`src/core/ae_awb_window_regs.svh`:
```
/*
  Register offsets, reset values, field positions and scaling constants
  for the exposure and white-balance window configuration slice.
  Assumes inclusion by bare name from the design file.
*/
`ifndef AE_AWB_WINDOW_REGS_SVH
`define AE_AWB_WINDOW_REGS_SVH

`define CENTRE_VERT_OFFSET 10'h22c
`define AWB_BOUNDS_OFFSET 10'h22d
`define AE_TARGET_OFFSET 10'h22e

`define CENTRE_VERT_RESET 16'h6020
`define AWB_BOUNDS_RESET 16'hf0a0
`define AE_TARGET_RESET 16'h0c4a

`define HI_BYTE_MSB 15
`define HI_BYTE_LSB 8
`define LO_BYTE_MSB 7
`define LO_BYTE_LSB 0
`define AWB_BOTTOM_MSB 15
`define AWB_BOTTOM_LSB 12
`define AWB_TOP_MSB 11
`define AWB_TOP_LSB 8
`define AWB_RIGHT_MSB 7
`define AWB_RIGHT_LSB 4
`define AWB_LEFT_MSB 3
`define AWB_LEFT_LSB 0

`define H_BLOCKS 10
`define V_BLOCKS 16
`define H_UNIT_BLOCKS 2
`define FRAC_FULL_SCALE 128

`endif

```
`src/core/ae_awb_window_pkg.sv`:
```
/*
  Types for the exposure and white-balance window configuration slice.
  Needs no constants header; all widths are written out in full.
*/
`default_nettype none

package ae_awb_window_pkg;

  typedef struct packed {
    logic [15:0] centre_vert;
    logic [15:0] awb_bounds;
    logic [15:0] ae_target;
  } cfg_regs_t;

  typedef struct packed {
    logic [11:0] left;
    logic [11:0] right;
    logic [11:0] top;
    logic [11:0] bottom;
  } pix_window_t;

  typedef struct packed {
    cfg_regs_t shadow;
    cfg_regs_t active;
    pix_window_t awb_win;
    pix_window_t centre_win;
    logic [15:0] rd_data;
    logic adjust;
    logic in_band;
  } state_t;

endpackage

`default_nettype wire

```
`src/core/ae_awb_window_config.sv`:
```
/*
  Exposure centre-window, white-balance window and luma-target registers,
  with pixel-limit scaling and stability-band decision.
  Assumes a register port on clk, frame_start from pixel logic on clk,
  and an image size that is stable within a frame.
*/
// How it works
// - Centre vertical: bottom 15:8, top 7:0, 128=bottom
// - Centre window used only during backlight compensation
// - Horizontal block is image width over ten
// - Vertical block is image height over sixteen
// - White-balance bottom 15:12, top 11:8
// - White-balance right 7:4, left 3:0, two-block units
// - Pixel limits rescale when resolution changes
// - No adjustment while luma inside stability band
// - Band centred on target, half-size in 15:8
// - Luma target sits in bits 7:0
`include "ae_awb_window_regs.svh"
`default_nettype none

module ae_awb_window_config
  import ae_awb_window_pkg::*;
(
  input wire logic clk,
  input wire logic reset,
  input wire logic [9:0] reg_addr,
  input wire logic [15:0] reg_wdata,
  input wire logic reg_wr,
  input wire logic reg_rd,
  output logic [15:0] reg_rdata,
  input wire logic frame_start,
  input wire logic backlight_comp,
  input wire logic [11:0] image_width,
  input wire logic [11:0] image_height,
  input wire logic [7:0] measured_luma,
  input wire logic luma_valid,
  output logic [11:0] ae_win_top,
  output logic [11:0] ae_win_bottom,
  output logic ae_centre_sel,
  output logic [11:0] awb_win_left,
  output logic [11:0] awb_win_right,
  output logic [11:0] awb_win_top,
  output logic [11:0] awb_win_bottom,
  output logic [7:0] ae_target_luma,
  output logic [7:0] ae_band_half,
  output logic ae_adjust,
  output logic ae_in_band
);

  state_t state_reg;
  state_t state_next;

  ////////////////////////////////////////////////////////////////////////////
  // Scaling helpers

  // Fraction of 128 applied to a pixel extent; widened to avoid overflow
  function automatic logic [11:0] frac_scale(input logic [7:0] frac, input logic [11:0] extent);
    logic [19:0] prod;
    prod = 20'(frac) * 20'(extent);
    frac_scale = 12'(prod / 20'(`FRAC_FULL_SCALE));
  endfunction

  // Block count times block size; block is extent over divisor
  function automatic logic [11:0] block_scale(input logic [4:0] blocks, input logic [11:0] extent,
                                              input logic [4:0] divisor);
    logic [16:0] prod;
    logic [16:0] lim;
    prod = 17'(blocks) * 17'(extent);
    lim = prod / 17'(divisor);
    // Clamp so an oversized bound stays on the image
    block_scale = (lim > 17'(extent)) ? extent : 12'(lim);
  endfunction

  ////////////////////////////////////////////////////////////////////////////
  // Field extraction from the frame-stable copy

  // Only the active copy feeds the engines, so a half-written set never shows
  logic [7:0] centre_top_frac;
  logic [7:0] centre_bottom_frac;
  logic [4:0] awb_top_blocks;
  logic [4:0] awb_bottom_blocks;
  logic [4:0] awb_left_blocks;
  logic [4:0] awb_right_blocks;
  logic [7:0] target_luma;
  logic [7:0] band_half;

  assign centre_top_frac = state_reg.active.centre_vert[`LO_BYTE_MSB:`LO_BYTE_LSB];
  assign centre_bottom_frac = state_reg.active.centre_vert[`HI_BYTE_MSB:`HI_BYTE_LSB];
  assign awb_top_blocks = {1'b0, state_reg.active.awb_bounds[`AWB_TOP_MSB:`AWB_TOP_LSB]};
  assign awb_bottom_blocks = {1'b0, state_reg.active.awb_bounds[`AWB_BOTTOM_MSB:`AWB_BOTTOM_LSB]};
  // Horizontal fields count pairs of blocks; largest product 30 fits five bits
  assign awb_left_blocks = 5'({1'b0, state_reg.active.awb_bounds[`AWB_LEFT_MSB:`AWB_LEFT_LSB]}
                              * 5'(`H_UNIT_BLOCKS));
  assign awb_right_blocks = 5'({1'b0, state_reg.active.awb_bounds[`AWB_RIGHT_MSB:`AWB_RIGHT_LSB]}
                               * 5'(`H_UNIT_BLOCKS));
  assign target_luma = state_reg.active.ae_target[`LO_BYTE_MSB:`LO_BYTE_LSB];
  assign band_half = state_reg.active.ae_target[`HI_BYTE_MSB:`HI_BYTE_LSB];

  ////////////////////////////////////////////////////////////////////////////
  // Next-state logic

  logic [8:0] luma_diff;
  logic [7:0] luma_abs;

  always_comb begin
    state_next = state_reg;
    state_next.rd_data = 16'h0000;

    // Writes land in the shadow copy only
    if (reg_wr) begin
      unique case (reg_addr)
        `CENTRE_VERT_OFFSET: begin
          state_next.shadow.centre_vert = reg_wdata;
        end
        `AWB_BOUNDS_OFFSET: begin
          state_next.shadow.awb_bounds = reg_wdata;
        end
        `AE_TARGET_OFFSET: begin
          state_next.shadow.ae_target = reg_wdata;
        end
        default: begin
        end
      endcase
    end

    // Reads return what software wrote, unmapped reads zero
    if (reg_rd) begin
      unique case (reg_addr)
        `CENTRE_VERT_OFFSET: begin
          state_next.rd_data = state_reg.shadow.centre_vert;
        end
        `AWB_BOUNDS_OFFSET: begin
          state_next.rd_data = state_reg.shadow.awb_bounds;
        end
        `AE_TARGET_OFFSET: begin
          state_next.rd_data = state_reg.shadow.ae_target;
        end
        default: begin
          state_next.rd_data = 16'h0000;
        end
      endcase
    end

    // The active register copy changes only at frame_start
    if (frame_start) begin
      state_next.active = state_reg.shadow;
    end

    // Recomputed every cycle so a new size is followed at once
    state_next.centre_win.top = frac_scale(centre_top_frac, image_height);
    state_next.centre_win.bottom = frac_scale(centre_bottom_frac, image_height);
    state_next.centre_win.left = 12'h000;
    state_next.centre_win.right = image_width;

    state_next.awb_win.top = block_scale(awb_top_blocks, image_height, 5'(`V_BLOCKS));
    state_next.awb_win.bottom = block_scale(awb_bottom_blocks, image_height, 5'(`V_BLOCKS));
    state_next.awb_win.left = block_scale(awb_left_blocks, image_width, 5'(`H_BLOCKS));
    state_next.awb_win.right = block_scale(awb_right_blocks, image_width, 5'(`H_BLOCKS));

    // Unsigned distance from the target; nine bits keep the borrow
    luma_diff = {1'b0, measured_luma} - {1'b0, target_luma};
    luma_abs = luma_diff[8] ? 8'(-luma_diff) : luma_diff[7:0];
    if (luma_valid) begin
      state_next.in_band = luma_abs <= band_half;
      state_next.adjust = !(luma_abs <= band_half);
    end else begin
      state_next.adjust = 1'b0;
    end
  end

  ////////////////////////////////////////////////////////////////////////////
  // State register

  always_ff @(posedge clk or posedge reset) begin
    if (reset) begin
      state_reg.shadow.centre_vert <= `CENTRE_VERT_RESET;
      state_reg.shadow.awb_bounds <= `AWB_BOUNDS_RESET;
      state_reg.shadow.ae_target <= `AE_TARGET_RESET;
      state_reg.active.centre_vert <= `CENTRE_VERT_RESET;
      state_reg.active.awb_bounds <= `AWB_BOUNDS_RESET;
      state_reg.active.ae_target <= `AE_TARGET_RESET;
      state_reg.awb_win.left <= 12'h000;
      state_reg.awb_win.right <= 12'h000;
      state_reg.awb_win.top <= 12'h000;
      state_reg.awb_win.bottom <= 12'h000;
      state_reg.centre_win.left <= 12'h000;
      state_reg.centre_win.right <= 12'h000;
      state_reg.centre_win.top <= 12'h000;
      state_reg.centre_win.bottom <= 12'h000;
      state_reg.rd_data <= 16'h0000;
      state_reg.adjust <= 1'b0;
      state_reg.in_band <= 1'b0;
    end else begin
      state_reg <= state_next;
    end
  end

  ////////////////////////////////////////////////////////////////////////////
  // Outputs, all straight from flip-flops, the window mux registers included

  logic [11:0] ae_top_reg;
  logic [11:0] ae_bottom_reg;
  logic centre_sel_reg;

  // Normal window fallback is the full frame height
  always_ff @(posedge clk or posedge reset) begin
    if (reset) begin
      ae_top_reg <= 12'h000;
      ae_bottom_reg <= 12'h000;
      centre_sel_reg <= 1'b0;
    end else begin
      centre_sel_reg <= backlight_comp;
      ae_top_reg <= backlight_comp ? state_next.centre_win.top : 12'h000;
      ae_bottom_reg <= backlight_comp ? state_next.centre_win.bottom : image_height;
    end
  end

  assign reg_rdata = state_reg.rd_data;
  assign ae_win_top = ae_top_reg;
  assign ae_win_bottom = ae_bottom_reg;
  assign ae_centre_sel = centre_sel_reg;
  assign awb_win_left = state_reg.awb_win.left;
  assign awb_win_right = state_reg.awb_win.right;
  assign awb_win_top = state_reg.awb_win.top;
  assign awb_win_bottom = state_reg.awb_win.bottom;
  assign ae_target_luma = state_reg.active.ae_target[`LO_BYTE_MSB:`LO_BYTE_LSB];
  assign ae_band_half = state_reg.active.ae_target[`HI_BYTE_MSB:`HI_BYTE_LSB];
  assign ae_adjust = state_reg.adjust;
  assign ae_in_band = state_reg.in_band;

endmodule

`default_nettype wire

```
`config.mk`:
```
export PLATFORM = sky130hd
export DESIGN_NAME = ae_awb_window_config
export DESIGN_NICKNAME = d
export VERILOG_FILES = /design/src/core/ae_awb_window_pkg.sv /design/src/core/ae_awb_window_config.sv
export VERILOG_INCLUDE_DIRS = /design/src /design/src/core
export SDC_FILE = /design/constraint.sdc
export NUM_CORES = 1
export LEC_CHECK = 0
export ABC_AREA = 1
export BUFFER_PORTS_ARGS = -buffer_cell sky130_fd_sc_hd__buf_2
export CAP_MARGIN = 20
export CORE_MARGIN = 2
export CORE_UTILIZATION = 46
export CTS_BUF_LIST = sky130_fd_sc_hd__clkbuf_4 sky130_fd_sc_hd__clkbuf_8 sky130_fd_sc_hd__clkbuf_16
export DETAILED_ROUTE_END_ITERATION = 7
export PLACE_DENSITY_LB_ADDON = 0.05
export SKIP_LAST_GASP = 1
export SLEW_MARGIN = 10
export SYNTH_ARGS = -nofsm -noshare
export SYNTH_HDL_FRONTEND = slang
export SYNTH_SLANG_ARGS = --single-unit
```
`constraint.sdc`:
```
create_clock -name clk -period 11.3 [get_ports clk]
set_input_delay 3.39 -clock clk [delete_from_list [all_inputs] [get_ports clk]]
set_output_delay 3.39 -clock clk [all_outputs]
set_load 0.01 [all_outputs]
```
Yosys cells after proc, flatten, opt, wreduce, memory -nomap -nowiden --
Index checks and enable logic that the tools add are counted.
Word-level totals: register bits 187, input port bits 65, output and inout bits 107, logic and storage cells 48
Cells by class: add/sub/neg operators 2, $mul 6, divide/modulo/power cells 2, magnitude comparators 5, equal/unequal tests 3, multiplexer cells 10, reductions and logical operators 4
Operators by type and width (number):
- $mux 12 | 6
- $mul 4x12->16 | 4
- $pmux 16 s3 | 1
- $mul 8x12->19 | 2
- $div 17x4->17 const B | 2
- $gt 17x12->1 | 2
- $eq 10x10->1 const B | 3
- $gt 12x12->1 | 2
- $mux 16 | 1
- $sub 8x8->9 | 1
- $le 8x8->1 | 1
- $mux 8 | 1
- $neg 8->8 | 1
- $reduce_and 2->1 | 3
- $logic_not 1->1 | 1
- $mux 1 | 1

Longest topological paths before layout --
depth after elaboration 6, depth in mapped cells 96, gate-level depth less buffers 94

Worst setup path after synthesis --
OpenSTA, ideal clock, no wires.
path type input -> register, start point input image_width[1], end point register state_reg (netlist bit awb_win_right[0]), library setup time 0.117 ns, data arrival time 11.768 ns, required time 11.183 ns, slack -0.585 ns, stages on the path 86, buffers on the path 3, cell sequence clkbuf_1 nand2_1 fa_1 fa_1 inv_1 fa_1 nand3_1 nand3_2 nand3_1 nand3_1 nand2_2 nand2_4 nor2_2 nand2_1 nand2_1 inv_2 nand2_4 nand2_1 [... 50 more ...] nand2_1 inv_1 ha_1 o21ai_0 a21oi_1 o21bai_1 a21o_1 a21oi_1 o21ai_0 nand3_1 nand2_1 a21oi_1 o21ba_2 and2_1 clkbuf_1 clkdlybuf4s50_2 nand2_1 nand2_1
RTL lines:
- start, declared | line ae_awb_window_config.sv:33 | input wire logic [11:0] image_width,
- end signal, assigned | line ae_awb_window_config.sv:194 | state_reg <= state_next;
- end, declared | line ae_awb_window_config.sv:50 | state_t state_reg;

==> metrics.csv <==
metric,value,unit
synthCells,3039,
cpMostUsedCell,nand2_4,
worstReg2RegStart,state_reg[135],
synth_compound_area_share,6.16,%
largest_reg_flops,56,
die-height,227,um
r2r-end,awb_win_right[0],
place.gp.congestion,0.909,
yosysTopAreaCell,dfrtp_1,
synth_xor_area_share,2.90,%
coreArea,0.0490,sq mm
drive_above_1_share,28.6,%
viasPerCell,4.89,
synth-main-ff-cell,dfrtp_1,
crit_slowest_cell,fa_1,
layout_setup_ws,-0.0784,ns
max_cap_violations,0,
final_max_slew_viol_count,0,
synth_enable_flop_cells,0,
crit_start,image_width[7],
rows,81,
routedWlPerCell,15.1,um
pre_cts_ws,-0.811,ns
min_period,11.38,ns
ios,172,
relSlewSlack,34.4,%
final.setup_skew,0.0173,ns
grt_pass1_wl,94.6,mm
synthAdderAreaFrac,28.7,%
synth.avg_cell_area,7.51,sq um
syn-num-nets,3510,
htree_levels,4,
cts_num_sinks,187,
dieArea,0.0514,sq mm
final.period_utilization,101,%
violations,setup timing,
grt_overflow,0,
dp.final_hpwl,44.6,mm
worstHoldPathType,reg2reg,
synth_warnings,0,
r2r_slack,2.23,ns
leakage,16.7,nW
worst_pin_slew,0.982,ns
r2r_cells,82,
fillers,4723,
synth_top_family_by_area,adder cells,
synth_seq_area_share,20.7,%
placed_cells,3815,
fin_util,55.6,%
n_antenna_cell,0,
die_w,227,um
critPathCapture,awb_win_right[0],
crit_path_start_kind,input pin,
setup_viol,23,
drtAntennaViolNets,0,
rsz0062_at_grt,yes,
stdcell_count,3902,
crit_fanout,6,
worstSkewPairLatency,0.50,ns
cts_tree,built,
clk_pin_slew_worst_paths,0.08,ns
grt_antenna_before_repair,1,
clock.fmax,0.0879,GHz
async_reset_ff_share,100,%
yosys.area_share.simple,24.4,%
cts_buffers,17,
synthMuxAreaShare,1.73,%
grt.total_usage,23.2,%
yosys-top-cells-area,"dfrtp_1 (17%), fa_1 (17%), nand2_1 (13%), ha_1 (12%), inv_1 (10%)",
synthDistinctLibCells,60,
hold_viol_final,0,
syn2layout_area_growth,19.2,%
initial_core_util,46.6,%
worst_setup_path_end_kind,flip-flop,
yosys.area.top_type_share,17.4,%
cts_root_buf,clkbuf_16,
drtPass1Iterations,5,
post-route-drc-count,0,
slowest_delay,0.55,ns
drt_iter0_drc,887,
wl,58.8,mm
required,11.69,ns
io_buffers,171,
peakVddDrop,0.0958,mV
num-nets-final,3696,
synthesis.area,0.0228,sq mm
grt_pass1_vias,19046,
path_class,in2reg,
status,finished with violations,
synth_seq_cells,187,
grt_start_max_net_pins,109,
p_per_area,97.6,mW/mm^2
total_power,0.00265,W
cts_buffer_depth,2,
fin_tns_setup,-1.18,ns
num_vias,19069,
arrival,11.77,ns
## worst min path at each step
stage / end / cells after the start / start / slack (ns)
3_3_place_gp: state_reg[183] / 2 / state_reg[183] / 0.49
6_report: ae_target_luma[6] / 2 / state_reg[168] / 0.50
2_1_floorplan: ae_target_luma[3] / 2 / state_reg[165] / 0.46
4_1_cts: ae_target_luma[6] / 2 / state_reg[168] / 0.50
3_5_place_dp: state_reg[173] / 2 / state_reg[173] / 0.50
5_1_grt: state_reg[163] / 2 / state_reg[163] / 0.51
## per-stage QoR
stage	area (sq um)	hold slack (ns)
finish	27200	0.497
global placement	24600	0.489
detailed placement	24600	0.496
floorplan	23000	0.464
global route	27200	0.515
CTS	25500	0.505
## cell type report
type	instances	area (sq um)	share of cell area, %
inverter	665	2540	9.36
timing repair inverter	3	22.5	0.0828
tap	664	831	3.05
multi-input combinational	1997	16100	59.2
timing repair buffer	354	2410	8.85
clock inverter	14	155	0.570
clock buffer	18	433	1.59
sequential	187	4710	17.3
## timing repair
item | in CTS | in global routing
hold endpoints to repair | 0 | 0
hold buffers | 0 | 0
setup buffers | 4 | 44
resized for setup | 51 | 391
gates cloned | 3 | 2
pin swaps | 21 | 188
setup endpoints to repair | 24 | 24
## synthesized netlist by cell type, types with 2 or more instances
library cell	n
a211oi_1	2
a21o_1	15
a21oi_1	75
a21oi_2	2
and2_1	2
buf_1	13
buf_4	80
clkbuf_1	94
clkinv_2	3
dfrtp_1	159
dfstp_2	28
fa_1	195
ha_1	211
inv_1	629
inv_2	29
inv_4	3
mux2_2	33
nand2_1	810
nand2_2	97
nand2_4	33
nand3_1	144
nand3_2	20
nand3_4	2
nand4_1	22
nor2_1	73
nor3_1	14
nor4_1	2
o21a_1	2
o21ai_0	132
o21ai_1	5
o21bai_1	11
o31ai_1	2
xnor2_1	20
xor2_1	51
## cells in the final DEF (no fill, tap or decap), types with 8 or more instances in the layout
cell type and n:
nand2_1 692, a21oi_2 10, a21o_1 15, buf_4 173, nor2_1 60, o21bai_1 11
nor3_1 13, nand2_4 104, dfstp_2 28, inv_1 574, ha_4 17, a21oi_1 64
dfrtp_1 159, nand2_2 141, o21ai_2 8, inv_2 75, nand4_1 22, clkbuf_16 19
o21ai_0 112, nand3_4 26, nor2_2 9, buf_2 162, nand3_2 41, fa_1 193
mux2_2 33, inv_4 11, o21ai_1 17, ha_1 191, xnor2_1 20, xor2_1 51
nand3_1 99, buf_6 11
## metal layers
metal	GRT usage, %	vias to the layer above	part of all wire, %
met1	30.2	9318	45
met4	6.32	2	1.5
li1	-	9467	-
met5	0	-	0.020
met2	40.4	231	51
met3	3.16	51	2.8
## worst max-delay path, delay by kind of cell
family          cells  cell delay (ns)
buf+inv            14             0.89
fa+ha+maj           4             1.64
simple gates       60             4.89
compound gates      8             0.88
## where the power goes
| group | internal, W | total [W] | switching, W | leakage [nW] |
|---|---|---|---|---|
| Clock | 0.000296 | 0.000604 | 0.000308 | 0.279 |
| Combinational | 0.000573 | 0.00132 | 0.000745 | 14.0 |
| Sequential | 0.000712 | 0.000731 | 0.0000190 | 2.46 |
## logic make-up (layout without fill, tap and decap cells)
logic type	count (synthesis)	after routing
AOI/OAI and AO/OA	257	257
adders and majority gates	406	406
muxes	34	34
and+or+nand+nor	1227	1227
DFF	187	187
xor gates and xnor gates	73	73
buffers and inverters	855	1054
No activity file was read; power rests on OpenSTA's default activity.
